## src/rtl/ebra_map.vh

```
// Constants for the external bus ready and hold arbitration block
`ifndef EBRA_MAP_VH
`define EBRA_MAP_VH
`define EBRA_CLK_PERIOD_NS   8
`define EBRA_TCL_HALF_CYC    1
`define EBRA_SYSTEM_CLOCK_OUTPUT_DIV      2'h2
`define EBRA_MEMORY_CYCLE_WAITSTATE_COUNT_W          4
`define EBRA_MUX_GAP_TRISTATE_TURNAROUND_WAITSTATE    2
`define EBRA_ADDR_W          24
`define EBRA_DATA_W          16
`endif

```

## src/rtl/ebra_clkgen.v

```verilog
// System clock output generator, one pulse per clock-output cycle
`timescale 1ns/1ps
module ebra_clkgen (
    input  wire core_clk,
    input  wire rst_n,
    output reg  system_clock_output,
    output wire system_clock_output_rise
);
    // ------------------------------------------------------------
    // Divide by two
    // ------------------------------------------------------------
    assign system_clock_output_rise = ~system_clock_output;
    always @(posedge core_clk or negedge rst_n) begin
        if (!rst_n) begin
            system_clock_output <= 1'b0;
        end else begin
            system_clock_output <= ~system_clock_output;
        end
    end
endmodule // ebra_clkgen

```

## src/rtl/ebra_wscnt.v

```verilog
// Waitstate down-counter in clock-output cycles
`timescale 1ns/1ps
`include "ebra_map.vh"
module ebra_wscnt (
    input  wire                    core_clk,
    input  wire                    rst_n,
    input  wire                    tick,
    input  wire                    load,
    input  wire [`EBRA_MEMORY_CYCLE_WAITSTATE_COUNT_W-1:0] load_val,
    output wire                    zero
);
    reg [`EBRA_MEMORY_CYCLE_WAITSTATE_COUNT_W-1:0] cnt;
    assign zero = (cnt == {`EBRA_MEMORY_CYCLE_WAITSTATE_COUNT_W{1'b0}});
    // ------------------------------------------------------------
    // Counter
    // ------------------------------------------------------------
    always @(posedge core_clk or negedge rst_n) begin
        if (!rst_n) begin
            cnt <= {`EBRA_MEMORY_CYCLE_WAITSTATE_COUNT_W{1'b0}};
        end else if (load) begin
            cnt <= load_val;
        end else if (tick && !zero) begin
            cnt <= cnt - 1'b1;
        end
    end
endmodule // ebra_wscnt

```

## src/rtl/ebra_arbiter.v

```verilog
// External bus cycle sequencer with ready waitstates and hold arbitration
// Operation
// - Ready sampled high at sampling point adds one ready waitstate
// - Ready sampled low at sampling point ends current bus cycle
// - Programmed cycle length with memory waitstates runs before ready waitstates
// - Command leading edge position depends on read/write delay option
// - Multiplexed modes add a multiplexing waitstate, optional tristate waitstate
// - Gap is two clock-outputs multiplexed with tristate, zero demultiplexed without
// - On hold request, finish running cycle then grant the bus
// - After release, chip selects float to pulled-up high
// - Own bus request never before release complete
// - Regain starts only when hold request goes inactive high
// - After regain, drive outputs again before next external cycle
`timescale 1ns/1ps
`include "ebra_map.vh"
module ebra_arbiter (
    input  wire                    core_clk,
    input  wire                    nrst,
    input  wire                    cyc_req,
    input  wire                    cyc_write,
    input  wire [`EBRA_ADDR_W-1:0] cyc_addr,
    input  wire [`EBRA_DATA_W-1:0] cyc_wdata,
    input  wire [3:0]              cyc_cs_sel,
    output wire                    cyc_ack,
    output reg  [`EBRA_DATA_W-1:0] cyc_rdata,
    input  wire [`EBRA_MEMORY_CYCLE_WAITSTATE_COUNT_W-1:0] memory_cycle_waitstate_count,
    input  wire                    rw_delay_en,
    input  wire                    ready_en,
    input  wire                    mux_bus_en,
    input  wire                    tristate_turnaround_waitstate,
    input  wire                    own_bus_need,
    input  wire                    ready_n,
    input  wire                    hold_n,
    output reg                     bus_grant_acknowledge_out,
    output reg                     regain_bus_request_out_n,
    output wire                    system_clock_output,
    output reg                     rd_n,
    output reg                     wr_n,
    output reg  [3:0]              chip_select_line_n,
    output reg  [3:0]              chip_select_line_n_oe,
    output reg  [`EBRA_ADDR_W-1:0] addr_out,
    output reg                     addr_oe,
    output reg  [`EBRA_DATA_W-1:0] data_out,
    output reg                     data_oe,
    input  wire [`EBRA_DATA_W-1:0] data_in,
    output wire                    bus_held
);
    // ------------------------------------------------------------
    // Reset release and clock output
    // ------------------------------------------------------------
    reg  [1:0] rst_sync;
    wire       rst_n = rst_sync[1];
    wire       tick;
    always @(posedge core_clk or negedge nrst) begin
        if (!nrst) begin
            rst_sync <= 2'h0;
        end else begin
            rst_sync <= {rst_sync[0], 1'b1};
        end
    end
    ebra_clkgen u_clk (
        .core_clk            (core_clk),
        .rst_n               (rst_n),
        .system_clock_output (system_clock_output),
        .system_clock_output_rise         (tick)
    );

    // ------------------------------------------------------------
    // States
    // ------------------------------------------------------------
    localparam [8:0] S_IDLE  = 9'h001;
    localparam [8:0] S_ADDR  = 9'h002;
    localparam [8:0] S_DLY   = 9'h004;
    localparam [8:0] S_CMD   = 9'h008;
    localparam [8:0] S_RDY   = 9'h010;
    localparam [8:0] S_MUX   = 9'h020;
    localparam [8:0] S_TTC   = 9'h040;
    localparam [8:0] S_HELD  = 9'h080;
    localparam [8:0] S_REGN  = 9'h100;
    reg  [8:0] state;
    reg  [8:0] next_state;
    reg        ws_load;
    wire       ws_zero;
    reg        hold_q;
    reg        cur_write;
    reg  [3:0] cur_cs;
    reg        cyc_done;
    wire       ws_tick;

    ebra_wscnt u_ws (
        .core_clk (core_clk),
        .rst_n    (rst_n),
        .tick     (ws_tick),
        .load     (ws_load),
        .load_val (memory_cycle_waitstate_count),
        .zero     (ws_zero)
    );

    assign ws_tick  = tick && (state == S_CMD);
    assign cyc_ack  = cyc_done;
    assign bus_held = (state == S_HELD);

    // ------------------------------------------------------------
    // Next state
    // ------------------------------------------------------------
    always @* begin
        next_state = state;
        ws_load    = 1'b0;
        case (state)
            S_IDLE: begin
                if (hold_q) begin
                    next_state = S_HELD;
                end else if (cyc_req) begin
                    next_state = S_ADDR;
                    ws_load    = 1'b1;
                end
            end
            S_ADDR: begin
                next_state = rw_delay_en ? S_DLY : S_CMD;
            end
            S_DLY: begin
                next_state = S_CMD;
            end
            S_CMD: begin
                if (ws_zero) begin
                    next_state = S_RDY;
                end
            end
            S_RDY: begin
                if (!ready_en || !ready_n) begin
                    if (mux_bus_en) begin
                        next_state = S_MUX;
                    end else if (tristate_turnaround_waitstate) begin
                        next_state = S_TTC;
                    end else begin
                        next_state = S_IDLE;
                    end
                end
            end
            S_MUX: begin
                next_state = tristate_turnaround_waitstate ? S_TTC : S_IDLE;
            end
            S_TTC: begin
                next_state = S_IDLE;
            end
            S_HELD: begin
                if (!hold_q) begin
                    next_state = S_REGN;
                end
            end
            S_REGN: begin
                next_state = S_IDLE;
            end
            default: begin
                next_state = S_IDLE;
            end
        endcase
    end

    // ------------------------------------------------------------
    // Sequencer, stepped on clock-output rising edges
    // ------------------------------------------------------------
    always @(posedge core_clk or negedge rst_n) begin
        if (!rst_n) begin
            state                     <= S_IDLE;
            hold_q                    <= 1'b0;
            bus_grant_acknowledge_out <= 1'b0;
            regain_bus_request_out_n  <= 1'b1;
            rd_n                      <= 1'b1;
            wr_n                      <= 1'b1;
            chip_select_line_n        <= 4'hF;
            chip_select_line_n_oe     <= 4'hF;
            addr_out                  <= {`EBRA_ADDR_W{1'b0}};
            addr_oe                   <= 1'b1;
            data_out                  <= {`EBRA_DATA_W{1'b0}};
            data_oe                   <= 1'b0;
            cyc_rdata                 <= {`EBRA_DATA_W{1'b0}};
            cur_write                 <= 1'b0;
            cur_cs                    <= 4'hF;
            cyc_done                  <= 1'b0;
        end else begin
            cyc_done <= 1'b0;
            if (tick) begin
                hold_q <= ~hold_n;
                state  <= next_state;
                case (next_state)
                    S_ADDR: begin
                        if (state == S_IDLE) begin
                            addr_out           <= cyc_addr;
                            cur_write          <= cyc_write;
                            cur_cs             <= cyc_cs_sel;
                            chip_select_line_n <= cyc_cs_sel;
                            data_out           <= cyc_wdata;
                            data_oe            <= cyc_write;
                        end
                    end
                    S_CMD: begin
                        rd_n               <= cur_write;
                        wr_n               <= ~cur_write;
                        chip_select_line_n <= cur_cs;
                    end
                    S_HELD: begin
                        if (state == S_IDLE) begin
                            bus_grant_acknowledge_out <= 1'b1;
                            chip_select_line_n_oe     <= 4'h0;
                            chip_select_line_n        <= 4'hF;
                            addr_oe                   <= 1'b0;
                            data_oe                   <= 1'b0;
                        end else begin
                            regain_bus_request_out_n  <= ~own_bus_need;
                        end
                    end
                    S_REGN: begin
                        bus_grant_acknowledge_out <= 1'b0;
                        regain_bus_request_out_n  <= 1'b1;
                    end
                    S_IDLE: begin
                        if (state == S_REGN) begin
                            chip_select_line_n_oe <= 4'hF;
                            addr_oe               <= 1'b1;
                        end
                    end
                    default: begin
                    end
                endcase
                if (state == S_RDY && next_state != S_RDY) begin
                    rd_n               <= 1'b1;
                    wr_n               <= 1'b1;
                    chip_select_line_n <= 4'hF;
                    data_oe            <= 1'b0;
                    cyc_done           <= 1'b1;
                    if (!cur_write) begin
                        cyc_rdata <= data_in;
                    end
                end
            end
        end
    end
endmodule // ebra_arbiter

```

## config.mk

```make
export PLATFORM = sky130hd
export DESIGN_NAME = ebra_arbiter
export DESIGN_NICKNAME = d
export VERILOG_FILES = /design/src/rtl/ebra_clkgen.v /design/src/rtl/ebra_wscnt.v /design/src/rtl/ebra_arbiter.v
export VERILOG_INCLUDE_DIRS = /design/src /design/src/rtl
export SDC_FILE = /design/constraint.sdc
export NUM_CORES = 1
export LEC_CHECK = 0
export ABC_CLOCK_PERIOD_IN_PS = 4330
export BUFFER_PORTS_ARGS = -buffer_cell sky130_fd_sc_hd__buf_4
export CORE_MARGIN = 8
export CORE_UTILIZATION = 51
export CTS_CLUSTER_SIZE = 10
export DETAILED_ROUTE_END_ITERATION = 8
export PLACE_DENSITY = 0.93
export SLEW_MARGIN = 20
export SYNTH_ARGS = -nofsm -noshare
export SYNTH_HDL_FRONTEND = slang
export SYNTH_SLANG_ARGS = --single-unit
```

## constraint.sdc

```tcl
create_clock -name core_clk -period 4.33 [get_ports core_clk]
set_input_delay 1.299 -clock core_clk [delete_from_list [all_inputs] [get_ports core_clk]]
set_output_delay 1.299 -clock core_clk [all_outputs]
set_load 0.02 [all_outputs]
```

==> results_dict.tcl, run 1 <==
set metrics [dict create \
    crit_slowest_cell "dfrtp_1" \
    drt_wl_total_um 9660 \
    grt_pass1_wl_um 15800 \
    vias 2848 \
    rsz0062_at_grt "false" \
    core_mm2 0.00765 \
    path_cells "nor3_1 -> and4b_1 -> buf_4" \
    worstSetupStartpointType "register" \
    pwr_density_cell_mw_per_mm2 601 \
    holdWs_ns 0.321 \
    r2r-end "addr_out[1]$_DFFE_PN0P_" \
    fmax_mhz 304 \
    critPathMaxStageDelay_ns 0.50 \
    holdBufCountCts 0 \
    hold_viol 0 \
    skew_ns 0.0207 \
    fp.dieH_um 104 \
    tightestPinTransition_ns 0.818 \
    finalCoreUtilization 0.699 \
    area_delta_synth_final_pct 33.9 \
    status "complete, no violations" \
    slew_headroom 0.452 \
    layout_commonest_cell "buf_4" \
    ant_nets 0 \
    path_max_fanout 9 \
    num_rows 32 \
    synth_seq_cells 89 \
    clk_pin_slew_ns 0.10 \
    routed_via_density 5.25 \
    drtIter0Drc 105 \
    pin_count 148 \
    avgSynthCellArea_um2 13.5 \
    grt_pass1_vias 3003 \
    drive_above_1_share 0.564 \
    numCtsBuffers 9 \
    maxCapViolCount 0 \
    cp.arrival_ns 1.99 \
    yosysSeqAreaShare 0.562 \
    routedWlPerCell_um 17.8 \
    drc 0 \
    setup_violations 0 \
    synthFlopType "dfrtp_1" \
    port_buffers 147 \
    cts_tree "built" \
    power_leakage_nw 2.75 \
    h-tree-depth 3 \
    gp_congestion 0.884 \
    globalRouteOverflowTotal 0 \
    cts_buffer_depth 2 \
    reg2reg_slack_ns 1.67 \
    total_power_mw 3.21 \
    worstReg2RegStart "state[6]$_DFFE_PN0N_" \
    antenna_found_initial 0 \
    die_w_um 104 \
    slew_viol_final 0 \
    ys_warn_count 0 \
    antenna_cells 0 \
    synth_nets 371 \
    synth_cell_types 48 \
    synthCells 295 \
    vdd_drop_max_mv 0.351 \
    synthArstFlopShare 1.00 \
    min_path_type "register to asynchronous set/reset pin" \
    layout_common_cells "buf_4, dfrtp_1, mux2_4" \
    syn_area_mm2 0.00399 \
    hpwl_um 7320 \
    worstSkewPairLatency_ns 0.35 \
    reg2reg_depth 6 \
    grt_use_total 0.179 \
    cts.sinks 89 \
    post-route-min-period_ns 3.29 \
    fin_crit_sh 0.760 \
    grt_max_degree 88 \
    die_area_mm2 0.0109 \
    post-cts-setup-buffers 0 \
    crit_type "register to primary output" \
    synth_edf_count 0 \
    cts_resized 0 \
    end_kind "primary output" \
    cts-root-buf "clkbuf_8" \
    cp.required_ns 3.03 \
    first_pass_iters 4 \
    setup_tns_ns 0 \
    final_nets 511 \
    nFillCells 530 \
    start_util 0.522 \
]
==> sequential cells by signal (all words and copies together), names as in the netlist <==
register                   cells
u_ws.cnt                       4
cur_cs                         4
cyc_rdata                     16
rst_sync                       2
data_out                      16
state                          9
addr_out                      24
wr_n                           1
rd_n                           1
regain_bus_request_out_n       1
u_clk.system_clock_output      1
chip_select_line_n             4
bus_grant_acknowledge_out      1
cyc_ack                        1
chip_select_line_n_oe          1
hold_q                         1
cur_write                      1
data_oe                        1
==> synth_stat cells, types with 2 or more instances <==
| cell | count | area share |
|---|---|---|
| nor4_4 | 2 | 0.011 |
| buf_1 | 2 | 0.0019 |
| a21oi_1 | 10 | 0.013 |
| mux2_4 | 38 | 0.14 |
| nand3_1 | 8 | 0.010 |
| xor2_1 | 5 | 0.011 |
| inv_1 | 6 | 0.0056 |
| dfrtp_1 | 76 | 0.48 |
| a2bb2oi_1 | 6 | 0.013 |
| clkbuf_1 | 9 | 0.0085 |
| and4_1 | 2 | 0.0044 |
| nand2_1 | 12 | 0.011 |
| o22ai_1 | 4 | 0.0063 |
| buf_2 | 2 | 0.0025 |
| o21ai_0 | 11 | 0.014 |
| mux2_2 | 23 | 0.065 |
| dfstp_2 | 13 | 0.086 |
| o211ai_1 | 2 | 0.0038 |
| nor2b_1 | 4 | 0.0063 |
| buf_6 | 5 | 0.014 |
| nor3b_1 | 2 | 0.0038 |
| nor2_1 | 11 | 0.010 |
| a31oi_1 | 2 | 0.0031 |
| a32o_1 | 2 | 0.0050 |
| nor3_1 | 8 | 0.010 |
| buf_4 | 5 | 0.0094 |
| mux2i_1 | 2 | 0.0050 |
| nand4_1 | 3 | 0.0047 |
==> cells by family after synthesis <==
logic type	after synthesis	share of synthesized area
flip-flops	89	0.562
multiplexers	63	0.213
AND/OR/NAND/NOR	63	0.0950
AO/OA/AOI/OAI	43	0.0706
buffers and inverters	29	0.0420
XOR/XNOR	6	0.0132
adder cells (fa/ha/maj)	1	0.00314
other	1	0.000940
==> stage by stage <==
step                instances  setup WS (ns)  instance area, µm²
finish                    542           1.04                5340
global route              542          0.936                5340
CTS                       541           1.04                5320
detailed placement        525           1.15                5110
global placement          525           1.22                5110
floorplan                 295           1.59                3990
==> cell type report <==
| cell class | instances | area [µm²] | area share |
|---|---|---|---|
| tap | 102 | 128 | 0.0239 |
| timing repair buffer | 152 | 1160 | 0.217 |
| clock inverter | 5 | 62.6 | 0.0117 |
| clock buffer | 11 | 141 | 0.0265 |
| sequential | 89 | 2250 | 0.421 |
| inverter | 6 | 22.5 | 0.00422 |
| multi-input combinational | 177 | 1580 | 0.296 |
==> worst max-delay path, delay by kind of cell, from the launching register on <==
kind	cells	cell delay [ns]
flops	1	0.50
simple gates	2	0.95
buf+inv	1	0.20
==> how the worst max path moves through the flow <==
| stage | start | endpoint | slack [ns] | cells past startpoint |
|---|---|---|---|---|
| 2_1_floorplan | state[3]$_DFFE_PN0N_ | bus_held | 1.59 | 4 |
| 3_3_place_gp | cyc_req | addr_out[9]$_DFFE_PN0P_ | 1.22 | 7 |
| 3_5_place_dp | cyc_req | addr_out[1]$_DFFE_PN0P_ | 1.15 | 7 |
| 4_1_cts | state[3]$_DFFE_PN0N_ | bus_held | 1.04 | 3 |
| 5_1_grt | state[3]$_DFFE_PN0N_ | bus_held | 0.94 | 3 |
| 6_report | state[3]$_DFFE_PN0N_ | bus_held | 1.04 | 3 |
==> per-layer routing <==
metal	part of all wire	wire length [µm]	track usage	vias up
li1	-	-	-	1338
met1	0.41	3950	0.213	1371
met2	0.50	4840	0.295	122
met3	0.071	682	0.0533	17
met4	0.019	187	0.0755	0
met5	0	0	0	-
==> report_power, final <==
part | switching (mW) | leakage, nW | internal [mW]
Combinational | 0.622 | 1.53 | 0.699
Sequential | 0.205 | 1.13 | 1.10
Clock | 0.291 | 0.0966 | 0.287
No activity file was read; power rests on OpenSTA's default activity.
==> inputs of run 2 (changes only) <==
ABC_CLOCK_PERIOD_IN_PS = 2930   (was 4330)
CORE_UTILIZATION = 44   (was 51)
PLACE_DENSITY = 0.86   (was 0.93)
clock period = 2.93 ns   (was 4.33 ns; I/O delays follow)
==> run 2 against run 1 <==
Clock skew fell by 0.0094 ns; critical path depth unchanged; sequential power up 48%; critical path type unchanged; highest routed layer unchanged.
==> results_dict.tcl, run 2 (synthesis results as in run 1) <==
set metrics [dict create \
    layout_common_cells "buf_4, dfrtp_1, mux2_4" \
    start_util 0.455 \
    setup_tns_ns 0 \
    dp_cells 534 \
    crit_slowest_cell "nor4_4" \
    fmax_mhz 378 \
    vdd_drop_max_mv 0.464 \
    cp.arrival_ns 1.77 \
    drt_wl_total_um 9930 \
    routed_via_density 5.12 \
    h-tree-depth 3 \
    antenna_found_initial 0 \
    grt_pass1_wl_um 16400 \
    setup_violations 0 \
    drive_above_1_share 0.567 \
    crit_family "simple AND/OR/NAND/NOR gates" \
    maxCapViolCount 0 \
    cts_resized 0 \
    path_max_fanout 8 \
    hpwl_um 7390 \
    rsz0062_at_grt "false" \
    post-route-min-period_ns 2.65 \
    wl_met2_um 5130 \
    cts_tree "built" \
    slew_viol_final 0 \
    largest_reg_flops 24 \
    port_buffers 147 \
    stdcell_count 551 \
    crit_type "register to primary output" \
    critPathMaxStageDelay_ns 0.49 \
    drc 0 \
    die_w_um 111 \
    routedWlPerCell_um 18.0 \
    grt_use_total 0.162 \
    crit_buf_inv 1 \
    hold_viol 0 \
    drtIter0Drc 161 \
    tightestPinTransition_ns 0.854 \
    num_rows 34 \
    die_area_mm2 0.0124 \
    wl_met1_um 4000 \
    vias 2822 \
    grt_max_degree 88 \
    clk_pin_slew_ns 0.09 \
    ant_nets 0 \
    cts_buffer_depth 2 \
    layout_commonest_cell "buf_4" \
    core_mm2 0.00876 \
    worstSkewPairLatency_ns 0.35 \
    pwr_density_cell_mw_per_mm2 871 \
    globalRouteOverflowTotal 0 \
    fp.dieH_um 111 \
    cp.required_ns 2.05 \
    first_pass_iters 4 \
    numCtsBuffers 9 \
    top_regs "addr_out (24), cyc_rdata (16), data_out (16)" \
    total_power_mw 4.67 \
    cts-root-buf "clkbuf_8" \
    area_delta_synth_final_pct 34.2 \
    skew_ns 0.0113 \
    largest-register "addr_out" \
    path_cells "nor4_4 -> and4b_1 -> buf_4" \
    fin_crit_sh 0.903 \
    holdBufCountCts 0 \
    grt_pass1_vias 3081 \
    slew_headroom 0.428 \
    antenna_cells 0 \
    highest_layer "met4" \
    final_nets 514 \
    status "complete, no violations" \
    cts.sinks 89 \
    finalCoreUtilization 0.611 \
    end_kind "primary output" \
    power_leakage_nw 2.76 \
    pin_count 148 \
    post-cts-setup-buffers 0 \
    route.met3.wl_um 701 \
    min_path_type "input pin to asynchronous set/reset pin" \
    gp_congestion 0.902 \
    worstSetupStartpointType "register" \
]
run 2: final timing paths:
| check | from | end | slack, ns | cells past startpoint |
|---|---|---|---|---|
| min in group core_clk | rst_sync[0]$_DFF_PN0_ | rst_sync[1]$_DFF_PN0_ | 0.36 | 0 |
| worst min-delay path | nrst | rst_sync[1]$_DFF_PN0_ | 0.30 | 1 |
| worst max register to register | state[6]$_DFFE_PN0N_ | addr_out[0]$_DFFE_PN0P_ | 0.48 | 5 |
| worst max-delay path | state[6]$_DFFE_PN0N_ | bus_held | 0.28 | 3 |
| max in group asynchronous | rst_sync[1]$_DFF_PN0_ | chip_select_line_n[1]$_DFFE_PN1P_ | 1.89 | 1 |
| worst min register to register | rst_sync[1]$_DFF_PN0_ | data_out[8]$_DFFE_PN0P_ | 0.35 | 0 |
run 2: report_power, final:
part / switching, mW / leakage, nW / internal, mW
clock network: 0.438 / 0.0822 / 0.336
logic: 0.915 / 1.55 / 1.04
registers: 0.302 / 1.13 / 1.63
run 2: area by class of cell:
type | instances | area (µm²)
Sequential cell | 89 | 2250
Multi-Input combinational cell | 177 | 1580
Clock buffer | 11 | 141
Fill cell | 709 | 3410
Inverter | 6 | 22.5
Tap cell | 108 | 135
Clock inverter | 5 | 40.0
Timing Repair Buffer | 155 | 1190
run 2: metal layers:
metal | vias up | GRT usage
li1 | 1333 | -
met4 | 0 | 0.0507
met1 | 1376 | 0.187
met5 | - | 0
met3 | 10 | 0.0590
met2 | 103 | 0.271
run 2: metrics by stage:
step | hold WS, ns | instance area [µm²] | setup slack, ns
2_1_floorplan | 0.331 | 3990 | 0.290
3_3_place_gp | 0.341 | 5150 | 0.556
3_5_place_dp | 0.338 | 5150 | 0.524
4_1_cts | 0.278 | 5340 | 0.253
5_1_grt | 0.276 | 5360 | 0.204
6_report | 0.305 | 5360 | 0.283
==> inputs of run 3 (changes only) <==
CORE_ASPECT_RATIO = 2   (was default)
==> run 3 against run 2 <==
Total power increased by 7.3%; critical path type unchanged; global-route usage increased by 0.49 points; largest cell class unchanged; largest power group unchanged; non-clock buffer count decreased by 1; core utilization increased by 0.24 points; hold slack got worse by 0.046 ns.
==> results_dict.tcl, run 3 (synthesis results as in run 1) <==
set metrics [dict create \
    worstSetupStartpointType "register" \
    layout_common_cells "buf_4, dfrtp_1, mux2_4" \
    grt_pass1_wl_um 16600 \
    cp.arrival_ns 1.87 \
    h-tree-depth 3 \
    gp_congestion 0.838 \
    crit_type "register to primary output" \
    holdBufCountCts 0 \
    setup_tns_ns 0 \
    fp.dieH_um 151 \
    die_w_um 83.3 \
    largest_reg_flops 24 \
    skew_ns 0.00907 \
    antenna_cells 0 \
    grt_max_degree 88 \
    top_regs "addr_out (24), cyc_rdata (16), data_out (16)" \
    multi_input_area_mm2 0.00158 \
    dp_cells 527 \
    drive_above_1_share 0.568 \
    die_area_mm2 0.0126 \
    grt_use_total 0.167 \
    largest-register "addr_out" \
    final_nets 513 \
    tightestPinTransition_ns 0.941 \
    nFillCells 711 \
    start_util 0.449 \
    antenna_found_initial 0 \
    cp.required_ns 2.05 \
    cts_tree "built" \
    port_buffers 147 \
    grt_pass1_vias 3061 \
    worstSkewPairLatency_ns 0.34 \
    total_power_mw 5.01 \
    cts_resized 0 \
    setup_violations 0 \
    num_rows 49 \
    cts-root-buf "clkbuf_16" \
    hold_viol 0 \
    first_pass_iters 4 \
    fin_crit_sh 0.937 \
    end_kind "primary output" \
    clk_pin_slew_ns 0.07 \
    path_max_fanout 8 \
    pin_count 148 \
    core_mm2 0.00889 \
    pwr_density_cell_mw_per_mm2 918 \
    ant_nets 0 \
    cts.sinks 89 \
    maxCapViolCount 0 \
    layout_commonest_cell "buf_4" \
    area_delta_synth_final_pct 36.7 \
    routedWlPerCell_um 19.6 \
    slew_headroom 0.370 \
    vias 2887 \
    vdd_drop_max_mv 0.437 \
    globalRouteOverflowTotal 0 \
    fmax_mhz 364 \
    drt_wl_total_um 10700 \
    min_path_type "register to asynchronous set/reset pin" \
    drc 0 \
    rsz0062_at_grt "false" \
    power_leakage_nw 2.80 \
    status "complete, no violations" \
    final-seq-area_mm2 0.00225 \
    slew_viol_final 0 \
    stdcell_count 544 \
    post-cts-setup-buffers 0 \
    routed_via_density 5.31 \
    post-route-min-period_ns 2.74 \
    numCtsBuffers 9 \
    cts_buffer_depth 2 \
    drtIter0Drc 99 \
    hpwl_um 8010 \
]
## run 3: cell count changes in the layout (fill, tap and decap cells not counted), sizes merged
cell and delta:
clkbuf -2, buf -1, inv +2
## run 3: metal layers
| layer | GRT usage | routed length (µm) | vias to the layer above |
|---|---|---|---|
| li1 | - | - | 1336 |
| met1 | 0.178 | 3760 | 1406 |
| met2 | 0.288 | 5750 | 119 |
| met3 | 0.0444 | 756 | 26 |
| met4 | 0.0973 | 405 | 0 |
| met5 | 0 | 0 | - |
## run 3: worst paths after layout
kind,start,endpoint,slack (ns),depth (start not counted)
max,state[6]$_DFFE_PN0N_,bus_held,0.19,3
min,rst_sync[1]$_DFF_PN0_,addr_out[8]$_DFFE_PN0P_,0.26,0
min reg2reg,rst_sync[1]$_DFF_PN0_,addr_out[8]$_DFFE_PN0P_,0.26,0
max reg2reg,state[6]$_DFFE_PN0N_,chip_select_line_n[1]$_DFFE_PN1P_,0.51,5
max in group asynchronous,rst_sync[1]$_DFF_PN0_,state[0]$_DFFE_PN1N_,1.98,1
min in group core_clk,rst_sync[0]$_DFF_PN0_,rst_sync[1]$_DFF_PN0_,0.36,0
## run 3: area by class of cell
cell class,count,share of cell area
flip-flops and latches,89,0.412
multi-input cells,177,0.290
repair buffers,154,0.218
clock buffers,9,0.0413
well taps,102,0.0234
clock inverters,7,0.0115
inverters,6,0.00413
## run 3: stage by stage
step / instance area (µm²) / util / hold slack [ns] / worst slack [ns]
2_1_floorplan: 3990 / - / 0.331 / 0.290
3_3_place_gp: 5140 / 0.578 / 0.340 / 0.542
3_5_place_dp: 5140 / 0.578 / 0.339 / 0.490
4_1_cts: 5430 / 0.610 / 0.298 / 0.184
5_1_grt: 5450 / 0.614 / 0.292 / 0.0350
6_report: 5450 / 0.614 / 0.258 / 0.186
## run 3: critical path, cell delays in order (launching register included)
cell	delay [ns]
dfrtp_1	0.46
nor4_4	0.48
and4b_1	0.40
buf_4	0.19
## run 3: report_power, final
group / switching [mW] / leakage (nW) / internal, mW
combinational: 0.946 / 1.55 / 1.04
clock: 0.502 / 0.132 / 0.591
sequential: 0.295 / 1.13 / 1.63
total: 1.74 / 2.80 / 3.26
